===== src/hdl/pieb_pkg.sv =====
// package: register map, field positions and bus types for the enable bank
package pieb_pkg;
    // register byte addresses on the ahb-lite slave
    localparam logic [7:0] PIEB_OFS_ENABLE_1 = 8'h00;
    localparam logic [7:0] PIEB_OFS_ENABLE_2 = 8'h04;
    localparam logic [7:0] PIEB_OFS_ENABLE_3 = 8'h08;
    localparam logic [7:0] PIEB_OFS_CONTROL = 8'h0C;
    localparam logic [7:0] PIEB_OFS_STATUS = 8'h10;
    localparam logic [7:0] PIEB_OFS_MASK = 8'h14;
    localparam logic [7:0] PIEB_OFS_REQ = 8'h18;
    // implemented-bit masks of the three enable registers
    localparam logic [7:0] PIEB_IMPL_1 = 8'h7F;
    localparam logic [7:0] PIEB_IMPL_2 = 8'h95;
    localparam logic [7:0] PIEB_IMPL_3 = 8'h1F;
    // reset value of every enable register
    localparam logic [7:0] PIEB_ENABLE_RST = 8'h00;
    // first register field positions
    localparam int PIEB_B1_CONVERTER = 6;
    localparam int PIEB_B1_SERIAL_RX = 5;
    localparam int PIEB_B1_SERIAL_TX = 4;
    localparam int PIEB_B1_SYNC_SERIAL = 3;
    localparam int PIEB_B1_CAPCOMP_ONE = 2;
    localparam int PIEB_B1_TIMER_TWO = 1;
    localparam int PIEB_B1_TIMER_ONE = 0;
    // second register field positions
    localparam int PIEB_B2_OSC_FAIL = 7;
    localparam int PIEB_B2_EEPROM = 4;
    localparam int PIEB_B2_LOW_VOLTAGE = 2;
    localparam int PIEB_B2_CAPCOMP_TWO = 0;
    // control register fields
    localparam int PIEB_CTL_GLOBAL = 0;
    localparam int PIEB_CTL_PRIO = 1;
    localparam logic [1:0] PIEB_CTL_RST = 2'h0;
    // status register fields: request rise and fall events
    localparam int PIEB_ST_RISE = 0;
    localparam int PIEB_ST_FALL = 1;
    localparam logic [1:0] PIEB_ST_RST = 2'h0;
    // ahb transfer types and read-data reset value
    localparam logic [1:0] PIEB_HTRANS_NONSEQ = 2'h2;
    localparam logic [1:0] PIEB_HTRANS_SEQ = 2'h3;
    localparam logic [31:0] PIEB_RDATA_RST = 32'h0000_0000;
    // ahb-lite address phase bundle
    typedef struct packed {
        logic hsel;
        logic [31:0] haddr;
        logic [1:0] htrans;
        logic hwrite;
        logic [2:0] hsize;
        logic hready;
    } pieb_ahb_req_t;
    // ahb-lite slave answer bundle
    typedef struct packed {
        logic [31:0] hrdata;
        logic hreadyout;
        logic hresp;
    } pieb_ahb_rsp_t;
    // per-source request flags, one byte per enable register
    typedef struct packed {
        logic [7:0] bank3;
        logic [7:0] bank2;
        logic [7:0] bank1;
    } pieb_flags_t;
endpackage


===== src/hdl/pieb_gate.sv =====
// per-source and gated request forming for the enable bank
`timescale 1ns/1ns
`default_nettype none
module pieb_gate
    import pieb_pkg::*;
(
    input wire pieb_pkg::pieb_flags_t flags,
    input wire pieb_pkg::pieb_flags_t enables,
    input wire logic global_periph_irq_enable,
    input wire logic irq_priority_mode_enable,
    output logic [23:0] gated,
    output logic any_req
);
    // flat views of flags and enables
    wire [23:0] flag_vec = flags;
    wire [23:0] en_vec = enables;
    // global gate applies only in non-priority mode
    wire global_ok;

    genvar gi;
    generate
        for (gi = 0; gi < 24; gi++)
        begin : g_src
            assign gated[gi] = flag_vec[gi] & en_vec[gi];
        end
    endgenerate

    assign global_ok = irq_priority_mode_enable | global_periph_irq_enable;
    assign any_req = (|gated) & global_ok;
endmodule
`default_nettype wire


===== src/hdl/pieb_ahb.sv =====
// ahb-lite slave front end: address-phase capture for the enable bank
`timescale 1ns/1ns
`default_nettype none
module pieb_ahb
    import pieb_pkg::*;
(
    input wire logic clk,
    input wire logic rst,
    input wire pieb_pkg::pieb_ahb_req_t req,
    output logic wr_en,
    output logic rd_en,
    output logic [7:0] addr
);
    // a transfer is taken when selected, active and bus ready
    wire take = req.hsel & req.hready
        & ((req.htrans == PIEB_HTRANS_NONSEQ) | (req.htrans == PIEB_HTRANS_SEQ));
    logic wr_r;
    logic rd_r;
    logic [7:0] addr_r;

    // register the address phase for use in the data phase
    always_ff @(posedge clk)
    begin
        if (rst)
        begin
            wr_r <= 1'b0;
            rd_r <= 1'b0;
            addr_r <= 8'h00;
        end
        else
        begin
            wr_r <= take & req.hwrite;
            rd_r <= take & ~req.hwrite;
            if (take)
                addr_r <= req.haddr[7:0];
        end
    end
    assign wr_en = wr_r;
    assign rd_en = rd_r;
    assign addr = addr_r;
endmodule
`default_nettype wire


===== src/hdl/pieb_top.sv =====
// peripheral interrupt enable bank with ahb-lite registers
//
// The AHB-Lite interface to the registers and the register addresses were left to the implementer.
`timescale 1ns/1ns
`default_nettype none
// What this block does
// - non-priority mode needs global enable set for periph_irq_req; periph_irq_gated ignores it
// - three enable registers, one bit per source
// - first register bits six down to zero
// - enable one passes, zero blocks the request
// - second register bits seven, four, two, zero
// - unimplemented enable bits read as zero
// - enables reset to zero, then read-write
module pieb_top
    import pieb_pkg::*;
(
    input wire logic clk,
    input wire logic rst,
    input wire pieb_pkg::pieb_ahb_req_t ahb_req,
    input wire logic [31:0] hwdata,
    output pieb_pkg::pieb_ahb_rsp_t ahb_rsp,
    input wire pieb_pkg::pieb_flags_t src_flags,
    output logic periph_irq_req,
    output logic [23:0] periph_irq_gated,
    output logic irq
);
    import pieb_pkg::*;

    // data phase strobes from the bus front end
    logic wr_en;
    logic rd_en;
    logic [7:0] addr;
    // enable registers, one byte each
    logic [7:0] periph_irq_enable_1_r;
    logic [7:0] periph_irq_enable_2_r;
    logic [7:0] periph_irq_enable_3_r;
    // control: global enable and priority mode
    logic [1:0] ctl_r;
    // sticky event status, mask
    logic [1:0] status_r;
    logic [1:0] status_nxt;
    logic [1:0] mask_r;
    // previous combined request, for edge events
    logic req_prev_r;
    logic [31:0] rdata_r;
    // combinational results
    logic any_req;
    logic [23:0] gated;

    pieb_ahb u_ahb (
        .clk(clk),
        .rst(rst),
        .req(ahb_req),
        .wr_en(wr_en),
        .rd_en(rd_en),
        .addr(addr)
    );

    // enables packed for the gate
    // bank three sits on top so gated bits line up with the flag struct
    wire pieb_flags_t enables = {periph_irq_enable_3_r,
        periph_irq_enable_2_r, periph_irq_enable_1_r};
    wire global_periph_irq_enable = ctl_r[PIEB_CTL_GLOBAL];
    wire irq_priority_mode_enable = ctl_r[PIEB_CTL_PRIO];

    pieb_gate u_gate (
        .flags(src_flags),
        .enables(enables),
        .global_periph_irq_enable(global_periph_irq_enable),
        .irq_priority_mode_enable(irq_priority_mode_enable),
        .gated(gated),
        .any_req(any_req)
    );

    // address decode, data phase
    wire sel_en1 = (addr == PIEB_OFS_ENABLE_1);
    wire sel_en2 = (addr == PIEB_OFS_ENABLE_2);
    wire sel_en3 = (addr == PIEB_OFS_ENABLE_3);
    wire sel_ctl = (addr == PIEB_OFS_CONTROL);
    wire sel_st = (addr == PIEB_OFS_STATUS);
    wire sel_mask = (addr == PIEB_OFS_MASK);
    wire sel_req = (addr == PIEB_OFS_REQ);

    // named bits of the first and second registers
    wire converter_done_enable = periph_irq_enable_1_r[PIEB_B1_CONVERTER];
    wire serial_rx_enable = periph_irq_enable_1_r[PIEB_B1_SERIAL_RX];
    wire osc_fail_enable = periph_irq_enable_2_r[PIEB_B2_OSC_FAIL];
    wire low_voltage_enable = periph_irq_enable_2_r[PIEB_B2_LOW_VOLTAGE];

    // read-data selection; unmapped words read as zero
    logic [31:0] rdata_sel;
    always_comb
    begin
        rdata_sel = 32'h0000_0000;
        if (sel_en1)
            rdata_sel = {24'h000000, periph_irq_enable_1_r};
        else if (sel_en2)
            rdata_sel = {24'h000000, periph_irq_enable_2_r};
        else if (sel_en3)
            rdata_sel = {24'h000000, periph_irq_enable_3_r};
        else if (sel_ctl)
            rdata_sel = {30'h0, ctl_r};
        else if (sel_st)
            rdata_sel = {30'h0, status_r};
        else if (sel_mask)
            rdata_sel = {30'h0, mask_r};
        else if (sel_req)
            rdata_sel = {31'h0, any_req};
    end

    // three enable registers written by software
    // first register keeps bits six to zero
    // second register keeps bits seven, four, two, zero
    // unimplemented bits never store, so read zero
    always_ff @(posedge clk)
    begin
        if (rst)
        begin
            periph_irq_enable_1_r <= PIEB_ENABLE_RST;
            periph_irq_enable_2_r <= PIEB_ENABLE_RST;
            periph_irq_enable_3_r <= PIEB_ENABLE_RST;
        end
        else if (wr_en)
        begin
            if (sel_en1)
                periph_irq_enable_1_r <= hwdata[7:0] & PIEB_IMPL_1;
            if (sel_en2)
                periph_irq_enable_2_r <= hwdata[7:0] & PIEB_IMPL_2;
            if (sel_en3)
                periph_irq_enable_3_r <= hwdata[7:0] & PIEB_IMPL_3;
        end
    end

    // control and mask registers
    always_ff @(posedge clk)
    begin
        if (rst)
        begin
            ctl_r <= PIEB_CTL_RST;
            mask_r <= PIEB_ST_RST;
        end
        else if (wr_en)
        begin
            if (sel_ctl)
                ctl_r <= hwdata[1:0];
            if (sel_mask)
                mask_r <= hwdata[1:0];
        end
    end

    // sticky events; a new event wins over a write-one clear
    // only ones in the write data clear, so writing zero is harmless
    wire ev_rise = any_req & ~req_prev_r;
    wire ev_fall = ~any_req & req_prev_r;
    wire [1:0] clr = (wr_en & sel_st) ? hwdata[1:0] : 2'h0;
    always_comb
    begin
        status_nxt = status_r & ~clr;
        status_nxt[PIEB_ST_RISE] = status_nxt[PIEB_ST_RISE] | ev_rise;
        status_nxt[PIEB_ST_FALL] = status_nxt[PIEB_ST_FALL] | ev_fall;
    end

    // status and edge history
    always_ff @(posedge clk)
    begin
        if (rst)
        begin
            status_r <= PIEB_ST_RST;
            req_prev_r <= 1'b0;
        end
        else
        begin
            status_r <= status_nxt;
            req_prev_r <= any_req;
        end
    end

    // read data latched at the data phase
    // keeping the last word holds hrdata steady between reads
    always_ff @(posedge clk)
    begin
        if (rst)
            rdata_r <= PIEB_RDATA_RST;
        else if (rd_en)
            rdata_r <= rdata_sel;
    end

    // zero wait states in this design: the answer is ready at once,
    // so hrdata must be combinational in the data phase
    assign ahb_rsp.hrdata = rd_en ? rdata_sel : rdata_r;
    assign ahb_rsp.hreadyout = 1'b1;
    assign ahb_rsp.hresp = 1'b0;

    // one combined request to the core
    assign periph_irq_req = any_req;
    assign periph_irq_gated = gated;
    assign irq = |(status_r & mask_r);

    // no request while global off in non-priority mode
    a_global_gate: assert property (@(posedge clk) disable iff (rst)
        (!irq_priority_mode_enable && !global_periph_irq_enable)
        |-> !periph_irq_req)
        else $error("request forwarded with global enable clear");

    a_block_conv: assert property (@(posedge clk) disable iff (rst)
        !converter_done_enable |-> !periph_irq_gated[PIEB_B1_CONVERTER])
        else $error("converter request passed while disabled");

    a_pass_rx: assert property (@(posedge clk) disable iff (rst)
        (serial_rx_enable && src_flags.bank1[PIEB_B1_SERIAL_RX])
        |-> periph_irq_gated[PIEB_B1_SERIAL_RX])
        else $error("enabled serial receive request blocked");

    a_unimpl_zero: assert property (@(posedge clk) disable iff (rst)
        ((periph_irq_enable_1_r & ~PIEB_IMPL_1) == 8'h00)
        && ((periph_irq_enable_2_r & ~PIEB_IMPL_2) == 8'h00))
        else $error("unimplemented enable bit set");

    a_write_en2: assert property (@(posedge clk) disable iff (rst)
        (wr_en && sel_en2) |=> (periph_irq_enable_2_r
        == ($past(hwdata[7:0]) & PIEB_IMPL_2)))
        else $error("second enable register not written");

    a_reset_zero: assert property (@(posedge clk)
        $past(rst) |-> (periph_irq_enable_1_r == 8'h00)
        && (periph_irq_enable_2_r == 8'h00))
        else $error("enable not cleared by reset");

    // combined request matches gated bits in priority mode
    a_combine: assert property (@(posedge clk) disable iff (rst)
        irq_priority_mode_enable |-> (periph_irq_req == (|periph_irq_gated)))
        else $error("combined request mismatch");

    // oscillator fail bit gates its source
    a_osc_fail: assert property (@(posedge clk) disable iff (rst)
        periph_irq_gated[8 + PIEB_B2_OSC_FAIL]
        |-> osc_fail_enable && src_flags.bank2[PIEB_B2_OSC_FAIL])
        else $error("oscillator fail gating wrong");

    a_lv_block: assert property (@(posedge clk) disable iff (rst)
        !low_voltage_enable ##1 !low_voltage_enable
        |-> !periph_irq_gated[8 + PIEB_B2_LOW_VOLTAGE])
        else $error("low voltage request passed while disabled");

    // first register takes the written implemented bits
    a_write_en1: assert property (@(posedge clk) disable iff (rst)
        (wr_en && sel_en1) |=> (periph_irq_enable_1_r
        == ($past(hwdata[7:0]) & PIEB_IMPL_1)))
        else $error("first enable register not written");

    // third register takes the written implemented bits
    a_write_en3: assert property (@(posedge clk) disable iff (rst)
        (wr_en && sel_en3) |=> (periph_irq_enable_3_r
        == ($past(hwdata[7:0]) & PIEB_IMPL_3)))
        else $error("third enable register not written");

    // enables hold while no write lands
    a_hold_en: assert property (@(posedge clk) disable iff (rst)
        !wr_en |=> $stable(periph_irq_enable_1_r)
        && $stable(periph_irq_enable_2_r)
        && $stable(periph_irq_enable_3_r))
        else $error("enable register changed without a write");

    // global enable lets the combined request through
    a_global_pass: assert property (@(posedge clk) disable iff (rst)
        global_periph_irq_enable
        |-> (periph_irq_req == (|periph_irq_gated)))
        else $error("request lost with global enable set");

    a_write_ctl: assert property (@(posedge clk) disable iff (rst)
        (wr_en && sel_ctl) |=> (ctl_r == $past(hwdata[1:0])))
        else $error("control register not written");

    // a rise of the combined request is recorded
    a_rise_sticky: assert property (@(posedge clk) disable iff (rst)
        (periph_irq_req && !req_prev_r) |=> status_r[PIEB_ST_RISE])
        else $error("request rise not recorded");

    // a fall of the combined request is recorded
    a_fall_sticky: assert property (@(posedge clk) disable iff (rst)
        (!periph_irq_req && req_prev_r) |=> status_r[PIEB_ST_FALL])
        else $error("request fall not recorded");

    // enable reads carry no upper bits
    a_read_upper: assert property (@(posedge clk) disable iff (rst)
        (rd_en && (sel_en1 || sel_en2 || sel_en3))
        |-> (ahb_rsp.hrdata[31:8] == 24'h000000))
        else $error("enable read shows upper bits");
endmodule
`default_nettype wire


===== config.mk =====
export PLATFORM = sky130hd
export DESIGN_NAME = pieb_top
export DESIGN_NICKNAME = d
export VERILOG_FILES = /design/src/hdl/pieb_pkg.sv /design/src/hdl/pieb_gate.sv /design/src/hdl/pieb_ahb.sv /design/src/hdl/pieb_top.sv
export SDC_FILE = /design/constraint.sdc
export NUM_CORES = 1
export LEC_CHECK = 0
export BUFFER_PORTS_ARGS = -buffer_cell sky130_fd_sc_hd__buf_2
export CAP_MARGIN = 25
export CORE_MARGIN = 2
export CORE_UTILIZATION = 44
export DETAILED_ROUTE_END_ITERATION = 8
export PLACE_DENSITY = 0.92
export SLEW_MARGIN = 20
export SYNTH_ARGS = -nofsm -noshare
export SYNTH_HDL_FRONTEND = slang
export SYNTH_SLANG_ARGS = --single-unit

===== constraint.sdc =====
create_clock -name clk -period 2.6 [get_ports clk]
set_input_delay 0.52 -clock clk [delete_from_list [all_inputs] [get_ports clk]]
set_output_delay 0.52 -clock clk [all_outputs]
set_load 0.03 [all_outputs]

== Yosys cells after proc, flatten, opt, wreduce, memory -nomap -nowiden ==
Cells that the tools add are included.
Word-level totals
  register bits after elaboration: 65
  input port bits: 98
  output and inout bits: 60
  word-level logic and storage cells: 70
Cells by class
  eq/ne operators: 8
  mux-type cells: 9
  bitwise logic cells: 34
  reduce and logical (&&, ||, !) cells: 8
Operators with widths (count)
  $mux W32: 3
  $and A1 B1 Y1: 24
  $eq A8 B5 Y1 const B: 3
  $eq A8 B4 Y1 const B: 2
  $reduce_or A16 Y1: 1
  $reduce_and A2 Y1: 5
  $eq A8 B3 Y1 const B: 1
  $logic_not A8 Y1: 1
  $mux W2: 4
  $mux W5: 1
  $and A2 B2 Y2: 2
  $eq A2 B2 Y1 const B: 2
  $or A1 B1 Y1: 4
  $not A1 Y1: 3
  $not A2 Y2: 1
  $reduce_or A2 Y1: 1
  $mux W1: 1

== Longest topological paths before layout ==
Gate-level depths: netlist (run 1).
  depth in word-level cells: 11
  depth in mapped cells: 6
  mapped depth without buffers: 5

== Cells and area by module ==
A second synthesis (run 1) with hierarchy kept.
Second synthesis, totals
  cells, all modules: 310
  area, all modules: 2925.3 um^2
Modules (own cells, without submodules)
  pieb_top: instances 1, cells an instance 237, area an instance 2259.7 um^2, seq. area each 1101.1 um^2
  pieb_ahb: instances 1, cells an instance 39, area an instance 436.7 um^2, seq. area each 200.2 um^2
  pieb_gate: instances 1, cells an instance 34, area an instance 229.0 um^2, seq. area each 0.0 um^2

== Worst setup path after synthesis (run 1) ==
OpenSTA, ideal clock, no wires.
  kind: input port to output port
  from: input src_flags[0] in the netlist's numbering
  to: output ahb_rsp[2] in the netlist's numbering
  arrival: 2.084 ns
  required time: 2.080 ns
  path slack: -0.004 ns
  stages on the path: 5
  path buffers: 0
  path through: and2_1 > or4_4 > o41ai_4 > o41a_2 > nor2_1
RTL lines
  from (decl): line pieb_top.sv:22  | input wire pieb_pkg::pieb_flags_t src_flags,
  to (decl): line pieb_top.sv:21  | output pieb_pkg::pieb_ahb_rsp_t ahb_rsp,

==> results by stage, run 1 <==
Status:
- The flow ran to the end, but the final reports show violations.
- The final reports fail on setup timing.

GRT:
- Entering global routing, the biggest net connects 42 pins.
- The number of global-route vias before repair came to 2,386.
- The number of antenna violations at the first check in global routing was 0.
- In the global route stage, overall resource usage came out at 0.203.
- The first global-routing pass estimated 11,300 um of wire.
- The residual overflow from global routing is 0.

Timing:
- Setup violations remaining at the end of the flow were counted as 3.
- The worst setup slack after layout is -0.141 ns.
- Across the routed clock network, the largest skew measured is 0.00714 ns.
- The actual transition at the worst max-transition pin is 0.718 ns.
- Setup repair after global routing could not meet its margin everywhere.
- The count of final max-slew check failures is 0.
- Counting I/O delays and the setup requirement, the final critical path takes 2.74 ns.
- Derived from the worst setup path, the maximum achievable clock frequency is 365 MHz.
- In the finished design, the share of the clock period the worst path needs comes to 1.05.
- After routing, the total negative slack on setup checks comes to -0.223 ns.
- The number of failing hold endpoints at the final stage is 0.
- The headroom to the max-slew limit is 0.521.

Die:
- The floorplan step set the die height to 84.1 um.
- The row count is 29.
- The number of placed I/O pins is 158.
- The core region is 0.00628 mm2.
- The die covers 0.00707 mm2.
- The initial utilization of the core area, before any placement, comes to 0.449.
- The width of the die is 84.1 um.

Cells and area:
- The repair_antennas step left the layout with diodes totalling 0.
- Relative to the synthesized area, the layout overhead comes to 32.8%.
- The finished cells cover 0.00374 mm2.
- The post-layout net count is 512.
- The post-route core utilization is 0.597.
- The layout cell share with drive strength beyond 1 is 0.376.

Critical path:
- Among all stages on the critical path, the largest delay is contributed by sky130_fd_sc_hd__or4_4.
- The maximum single-stage delay on the critical path is 0.55 ns.
- The critical path class is flip-flop to primary output.
- The critical path goes through and2_1, or4_4, o41ai_4, o41a_4, nor2_4, buf_6.
- At the worst endpoint, the required time is 2.08 ns.
- Along the worst path, the maximum fanout reaches 2.
- STA classifies the critical path startpoint as a flip-flop.
- The launching point of the worst reg2reg path is u_ahb.addr[0].
- The worst path arrival time is 2.22 ns.
- STA classifies the critical path endpoint as a primary output.
- Among cell families on the critical path, the largest total delay comes from simple AND/OR/NAND/NOR gates.
- The number of buffers and inverters on the critical path is 1.
- The critical path starts at periph_irq_enable_2_r[2].

Synth:
- The area fraction of the dominant cell type after synthesis is 0.461.
- The number of storage elements in the synthesis netlist is 65.
- Ranked by total cell area, the synthesized netlist is headed by sky130_fd_sc_hd__dfxtp_1 (46%), sky130_fd_sc_hd__nor2b_1 (12%), sky130_fd_sc_hd__mux2i_1 (7.8%).
- After synthesis the cells add up to 0.00282 mm2.
- Dividing the synthesized area by the synthesized cell count gives 8.98 um2.
- The largest total area in the synthesized netlist belongs to sky130_fd_sc_hd__dfxtp_1.
- The count of different cell masters after synthesis is 38.
- Counting every instance in the synthesized netlist gives 314.
- The sequential fraction of the synthesis area is 0.461.
- The total number of yosys warnings is 0.

Detailed routing:
- The total vias in the final route is 2,547.
- The mean number of vias per cell is 5.15.
- The remaining routing DRC violations is 0.
- The first detailed-routing pass took 4 iterations.
- The routed design has 7290 um of wire.
- The routed length per placed instance is 14.7 um.
- After the first detailed-routing iteration, the DRC count stood at 237.
- The detail route stage leaves a number of antenna-violating nets equal to 0.

Clock network:
- The clock tree buffer depth is 2.
- The clock-pin slew on the worst setup and hold paths is 0.07 ns.
- The clock tree synthesis step divided the H-tree into 3 levels.
- The root buffer cell is sky130_fd_sc_hd__clkbuf_8.
- At the later pin of the worst-skew pair, clock insertion delay measures 0.34 ns.
- The TritonCTS clock tree is built.
- Clock tree synthesis inserted a total of 9 buffers.
- CTS saw 65 sinks.

Placement:
- The weighted congestion reported at the end of routability-driven placement is 0.934.
- Input and output buffers added on the ports amount to 87.
- Summed over all nets, the half-perimeter wirelength after detailed placement is 4790 um.
- In this run the cell area measured after placement is 0.00331 mm2.

Worst hold path:
- In this run the worst hold path is classified as primary input to flip-flop.
- In this run the most critical hold path is launched from ahb_req[4].

Power and ir drop:
- The maximum vdd drop is 0.000407 V.
- Summing internal, switching and leakage power gives 1.98 mW.
- The analysis attributes to cell leakage a power of 1.87 nW.
- The total power per unit cell area is 528 mW/mm2.

Run:
- Max-cap violations in this run came to 0.
[through the flow]
| stage | setup WS, ns | std cells | hold slack, ns |
|---|---|---|---|
| 6_report | -0.141 | 495 | 0.354 |
| 4_1_cts | -0.123 | 491 | 0.340 |
| 2_1_floorplan | 0.0468 | 322 | 0.432 |
| 3_5_place_dp | -0.117 | 468 | 0.451 |
| 5_1_grt | -0.180 | 495 | 0.366 |
| 3_3_place_gp | -0.102 | 468 | 0.440 |
[area by class of cell]
type,instances,area [um2]
Clock inverter,4,45.0
Timing Repair Buffer,106,634
Multi-Input combinational cell,226,1510
Fill cell,499,2530
Inverter,6,22.5
Sequential cell,65,1310
Tap cell,77,96.3
Clock buffer,11,131
[Yosys cell counts]
cell and count:
sky130_fd_sc_hd__or4_1 1, sky130_fd_sc_hd__a21bo_2 1, sky130_fd_sc_hd__o41ai_4 1, sky130_fd_sc_hd__o2bb2ai_1 3, sky130_fd_sc_hd__a32oi_1 1, sky130_fd_sc_hd__o41a_2 1
sky130_fd_sc_hd__nor2_1 26, sky130_fd_sc_hd__buf_4 10, sky130_fd_sc_hd__a21oi_1 17, sky130_fd_sc_hd__and2_1 14, sky130_fd_sc_hd__nor2_2 1, sky130_fd_sc_hd__conb_1 2
sky130_fd_sc_hd__and2_4 1, sky130_fd_sc_hd__nor3_4 1, sky130_fd_sc_hd__nand3_1 8, sky130_fd_sc_hd__nand2_1 27, sky130_fd_sc_hd__nand3_2 2, sky130_fd_sc_hd__o21ai_0 8
sky130_fd_sc_hd__nor4b_1 1, sky130_fd_sc_hd__inv_1 6, sky130_fd_sc_hd__or3b_2 1, sky130_fd_sc_hd__a22oi_1 1, sky130_fd_sc_hd__and3_1 2, sky130_fd_sc_hd__or4_2 1
sky130_fd_sc_hd__and2_2 1, sky130_fd_sc_hd__nand2b_1 2, sky130_fd_sc_hd__o221ai_1 1, sky130_fd_sc_hd__o2111ai_1 2, sky130_fd_sc_hd__or4_4 3, sky130_fd_sc_hd__nor3b_1 1
sky130_fd_sc_hd__mux2i_1 22, sky130_fd_sc_hd__dfxtp_1 65, sky130_fd_sc_hd__clkbuf_1 15, sky130_fd_sc_hd__nand4_1 2, sky130_fd_sc_hd__nor2b_1 56, sky130_fd_sc_hd__a22o_1 2
sky130_fd_sc_hd__or2_2 2, sky130_fd_sc_hd__nor3_1 3
[metal layers]
layer | global-route usage | vias up | wire length (um)
li1 | - | 1218 | -
met1 | 0.244 | 1187 | 3030
met2 | 0.333 | 124 | 3530
met3 | 0.0514 | 18 | 608
met4 | 0.107 | 0 | 129
met5 | 0 | - | 0
[path summary, 6_finish.rpt]
kind | to | slack, ns | cells after the start
max | ahb_rsp[2] | -0.14 | 6
min reg2reg | u_ahb.addr[0] | 0.46 | 2
min | u_ahb.rd_en | 0.35 | 2
max reg2reg | periph_irq_enable_1_r[4] | 0.47 | 7
[repair_timing]
item,4_1_cts,5_1_grt
hold endpoints to repair,0,0
pin swaps,6,7
resized for setup,21,29
setup endpoints to repair,8,9
hold buffers,0,0
gates cloned,0,0
buffers inserted,8,4
[logic make-up (layout without fill, tap and decap cells)]
kind of cell	Yosys count	after routing	synth area share
other cells	2	10	0.00266
buf+inv	31	127	0.0546
mux	22	22	0.0781
flops	65	65	0.461
simple gates	156	156	0.311
compound gates	38	38	0.0927
[sequential cells by signal, summed over array words and instances (netlist names)]
name	flops
periph_irq_enable_2_r	4
mask_r	2
u_ahb.wr_en	1
u_ahb.addr	8
periph_irq_enable_1_r	7
req_prev_r	1
u_ahb.rd_en	1
periph_irq_enable_3_r	5
rdata_r	32
status_r	2
ctl_r	2
[cells in the final DEF (no fill, tap or decap), types with 2 or more instances in the layout]
cell type,netlist,layout
sky130_fd_sc_hd__buf_2,0,78
sky130_fd_sc_hd__dfxtp_1,65,59
sky130_fd_sc_hd__nor2b_1,56,56
sky130_fd_sc_hd__nor2_1,26,25
sky130_fd_sc_hd__nand2_1,27,23
sky130_fd_sc_hd__mux2i_1,22,22
sky130_fd_sc_hd__buf_4,10,19
sky130_fd_sc_hd__a21oi_1,17,17
sky130_fd_sc_hd__and2_1,14,11
sky130_fd_sc_hd__conb_1,2,10
sky130_fd_sc_hd__clkbuf_8,0,9
sky130_fd_sc_hd__buf_6,0,9
sky130_fd_sc_hd__nand3_1,8,8
sky130_fd_sc_hd__o21ai_0,8,7
sky130_fd_sc_hd__dfxtp_2,0,6
sky130_fd_sc_hd__and2_4,1,5
sky130_fd_sc_hd__inv_1,6,5
sky130_fd_sc_hd__or4_4,3,4
sky130_fd_sc_hd__nand2_2,0,3
sky130_fd_sc_hd__nor3_1,3,3
sky130_fd_sc_hd__clkinv_2,0,3
sky130_fd_sc_hd__o2bb2ai_4,0,2
sky130_fd_sc_hd__a22o_1,2,2
sky130_fd_sc_hd__nand2b_1,2,2
sky130_fd_sc_hd__nor2_4,0,2
sky130_fd_sc_hd__o2111ai_1,2,2
sky130_fd_sc_hd__or2_2,2,2
sky130_fd_sc_hd__nand4_1,2,2
sky130_fd_sc_hd__nand3_2,2,2
sky130_fd_sc_hd__clkbuf_1,15,2
[where the power goes]
part	total (mW)	internal [mW]	leakage, nW	switching (mW)
Combinational	0.170	0.0727	1.25	0.0973
Sequential	1.01	1.00	0.527	0.0104
Clock	0.794	0.433	0.0929	0.361
Total	1.98	1.51	1.87	0.469
Note: power is estimated with default switching activity, not from simulation.
==> inputs of run 2 (changes only) <==
Settings changed: CORE_UTILIZATION 44 to 45, SYNTH_HIERARCHICAL set to 1.
==> results by stage, run 2 <==
GRT:
- The number of antenna violations at the first check in global routing came to 0.
- After global routing, the most crowded layer is met2.
- The maximum number of pins on one net before global-route repair is 51.
- The global router's overall resource usage is 0.210.
- The first-pass GRT wire length is 12,100 um.
- The number of global-route vias before repair is 2,692.
- For this run, global-route usage on met3 was measured as 0.0492.
- In the global route stage, met1 resource usage came out at 0.237.
- The residual overflow from global routing is 0.
- The global routing usage on met2 is 0.351.

Critical path:
- The setup path with the least slack is of type flip-flop to primary output.
- The worst setup path is captured at a primary output.
- The startpoint identified for the worst register-to-register timing path is periph_irq_enable_1_r[2].
- The data required time at the worst endpoint is 2.08 ns.
- Among the stages of the critical path, the cell type that occurs most often is sky130_fd_sc_hd__a31oi_4.
- The cell at the slowest stage of the critical path is sky130_fd_sc_hd__or4_1.
- In this run the worst path has a maximum fanout of 2.
- The reg-to-reg endpoint is rdata_r[0].
- Measured in cells, the most critical reg-to-reg path has a length of 8.
- The worst path arrival time is 2.84 ns.
- STA classifies the critical path startpoint as a flip-flop.
- The setup check on the worst reg-to-reg path leaves a slack of 0.09 ns.
- Traced cell by cell, the critical path runs through and2_4, or4_1, or4_4, o32a_4, nand2b_4, o311a_4, a31oi_4, a31oi_4, buf_6.
- In this design, the stage delay of the slowest critical-path cell is 0.50 ns.

Worst hold path:
- The worst hold path passes through 2 cells.
- The path with the worst hold slack has its endpoint at u_ahb/rd_en.
- The hold path startpoint is ahb_req[4].
- The min-delay analysis places its worst path in the category primary input to flip-flop.

Placement:
- Detailed placement finished with a half-perimeter wire length of 5280 um.
- Buffers placed on the I/O ports in this run total 95.
- The weighted congestion reported at the end of routability-driven placement is 0.819.
- The cell area reported after detailed placement is 0.00370 mm2.

Detailed routing:
- Dividing the detail-routed via count by the number of cells gives 5.11.
- The residual antenna-violating net count after detailed routing is 0.
- Before antenna repair, the detailed router went through 4 iterations.
- In this run, the number of DRC markers left after iteration 0 of detailed routing was 120.
- After detailed routing, the number of remaining DRC violations is 0.
- The routed length per placed instance is 14.5 um.
- The final layout contains routed wiring with a total length of 7570 um.
- The routed layout has 2,664 vias.

Timing:
- The number of failing hold endpoints at the final stage is 0.
- The count of final max-slew check failures is 0.
- Setup repair after global routing could not meet its margin everywhere.
- Of the available clock period, the critical path in the final layout requires 1.29.
- After layout, the worst setup slack is -0.758 ns.
- For the pin with the worst max-slew slack, the measured transition is 0.790 ns.
- The maximum clock rate is 298 MHz.
- Between clock sinks in the finished design, the worst skew comes to 0.00936 ns.
- The number of failing setup endpoints in the final timing report is 2.
- The headroom to the max-slew limit is 0.473.
- The final critical path time including I/O delays and setup is 3.36 ns.

Die:
- The initial standard-cell utilization of the core is 0.463.
- The placeable core region is 0.00631 mm2.
- The overall die area is 0.00716 mm2.
- The floorplan step set the die width to 84.6 um.
- The number of placed I/O pins is 158.
- The die is 84.6 um tall.
- The row count is 29.

Clock network:
- The clock sink total is 65.
- Hold repair after CTS inserted 0 buffers.
- After clock tree synthesis, the clock-pin slew on the worst setup and hold paths is 0.08 ns.
- The root buffer cell is sky130_fd_sc_hd__clkbuf_8.
- In this run the deepest clock path goes through 2 buffers.
- The TritonCTS clock tree is built.
- The insertion delay of the later-clocked pin in the worst-skew pair is 0.34 ns.
- The number of clock buffers inserted by TritonCTS is 9.
- The H-tree was split into 3 levels.

Cells and area:
- The area growth from synthesis to final layout is 37.9%.
- The flip-flop count of the largest register, all copies and words added is 32.
- The library cells used most frequently in the layout, excluding fill and tap cells, are sky130_fd_sc_hd__buf_2 (93), sky130_fd_sc_hd__dfxtp_1 (61), sky130_fd_sc_hd__nor2b_1 (57).
- The post-route core utilization is 0.639.
- 0 antenna diodes ended up in the layout.
- The design area is 0.00404 mm2.
- The post-layout net count is 537.
- Of the cells placed in the final design, the portion with a size suffix greater than 1 is 0.408.
- Leaving out fill and tap cells, the most frequent cell in the layout is sky130_fd_sc_hd__buf_2.
- The register containing the most flip-flops in the final layout is rdata_r.

Power and ir drop:
- The net switching power is 0.517 mW.
- The total power per unit cell area is 537 mW/mm2.
- Of the total power, combinational logic draws 0.082.
- The static leakage power is 2.00 nW.
- The share of total power in the clock network is 0.450.
- The switching part of the total is 0.239.
- IR analysis of the VDD net gives a maximum drop of 0.000469 V.
- The internal power of the cells totals 1.65 mW.
- The part of the total power dissipated in sequential elements is 0.468.
- The design draws 2.17 mW.

Synth:
- For this run, the number of Yosys warnings is 6.
- The commonest cells after synthesis are sky130_fd_sc_hd__dfxtp_1 (65), sky130_fd_sc_hd__nor2b_1 (57), sky130_fd_sc_hd__mux2i_1 (31).
- The most used standard cell by instance count after synthesis is sky130_fd_sc_hd__dfxtp_1.
- The synthesized netlist occupies a cell area of 0.00293 mm2.
- The count of mapped cells out of synthesis is 310.
- The biggest area contributor in the post-synthesis netlist is sky130_fd_sc_hd__dfxtp_1.
- By area the synthesized netlist is led by sky130_fd_sc_hd__dfxtp_1 (44%), sky130_fd_sc_hd__nor2b_1 (12%), sky130_fd_sc_hd__mux2i_1 (11%).
- The share of synthesized area in the top cell type comes to 0.445.
- The number of storage elements in the synthesis netlist is 65.
- Counting flops with a built-in enable in the synthesized netlist gives 0.
- The average instance in the mapped netlist occupies 9.44 um2.
- For this run, the leading register cell type out of synthesis is sky130_fd_sc_hd__dfxtp_1.
- The sequential fraction of the synthesis area is 0.445.
- The synthesized netlist contains 43 unique library cells.
- The proportion of synthesized flip-flops having asynchronous set or reset is 0.

Status:
- The checks that failed: setup timing.
- The run finished, with violations left.

Run:
- The max-cap check violation count is 0.
## run 2: changes by cell type in the layout (fill, tap and decap cells not counted), sizes merged, moves of 9 or more
cell    before  now
buf        106  127
nand2       27    7
nand2b       2   20
a21oi       17    3
and2        16   25
mux2i       22   31
## run 2: worst max-delay path by stage
stage	from	slack, ns	endpoint	cells past startpoint
after global placement	src_flags[16]	-0.82	ahb_rsp[2]	10
after detailed placement	src_flags[16]	-0.86	ahb_rsp[2]	10
after global routing	periph_irq_enable_1_r[2]	-0.80	ahb_rsp[2]	9
final	periph_irq_enable_1_r[2]	-0.76	ahb_rsp[2]	9
after CTS	periph_irq_enable_1_r[2]	-0.77	ahb_rsp[2]	9
after floorplan	src_flags[16]	-0.64	ahb_rsp[2]	8
## run 2: timing repair
item / CTS / global route
buffers inserted: 4 / 1
resized for setup: 16 / 2
endpoints found under the hold margin: 0 / 0
pin swaps: 6 / 0
endpoints found under the setup margin: 4 / 5
cloned: 0 / 0
## run 2: layout make-up
cell class	count	area, um2
Sequential cell	65	1310
Clock inverter	6	91.3
Inverter	5	18.8
Fill cell	518	2280
Clock buffer	10	138
Tap cell	77	96.3
Timing Repair Buffer	127	732
Multi-Input combinational cell	231	1650
## run 2: power by group through the flow
| stage | clock [mW] | combinational [mW] | sequential, mW |
|---|---|---|---|
| 6_report | 0.976 | 0.177 | 1.01 |
| 2_1_floorplan | 0 | 0.104 | 1.03 |
| 3_5_place_dp | 0 | 0.161 | 1.04 |
| 4_1_cts | 0.993 | 0.173 | 1.01 |
| 5_1_grt | 1.03 | 0.190 | 1.01 |
| 3_3_place_gp | 0 | 0.156 | 1.04 |
## run 2: logic make-up (layout without fill, tap and decap cells)
| group | count (synthesis) | count (layout) | share of synthesized area |
|---|---|---|---|
| other cells | 2 | 10 | 0.00257 |
| mux | 34 | 34 | 0.118 |
| simple gates | 164 | 164 | 0.341 |
| flops | 65 | 65 | 0.445 |
| buf+inv | 22 | 148 | 0.0364 |
| compound gates | 23 | 23 | 0.0573 |
## run 2: critical path, delay by kind of cell (launching register included)
| kind | cells | cell delay (ns) |
|---|---|---|
| flops | 1 | 0.33 |
| compound gates | 4 | 0.81 |
| simple gates | 4 | 1.21 |
| buf+inv | 1 | 0.16 |
## run 2: layer usage
metal / vias up / routed length, um
met5: - / 0
met4: 0 / 283
met3: 28 / 533
met2: 121 / 3660
met1: 1220 / 3100
li1: 1295 / -
## run 2: per-stage QoR
step	setup WS, ns	std cells	hold slack, ns	TNS (ns)
after floorplan	-0.644	318	0.440	-0.853
after global placement	-0.821	500	0.448	-1.44
after detailed placement	-0.859	500	0.465	-1.53
after CTS	-0.765	520	0.347	-1.19
after global routing	-0.802	521	0.345	-1.44
final	-0.758	521	0.358	-1.32
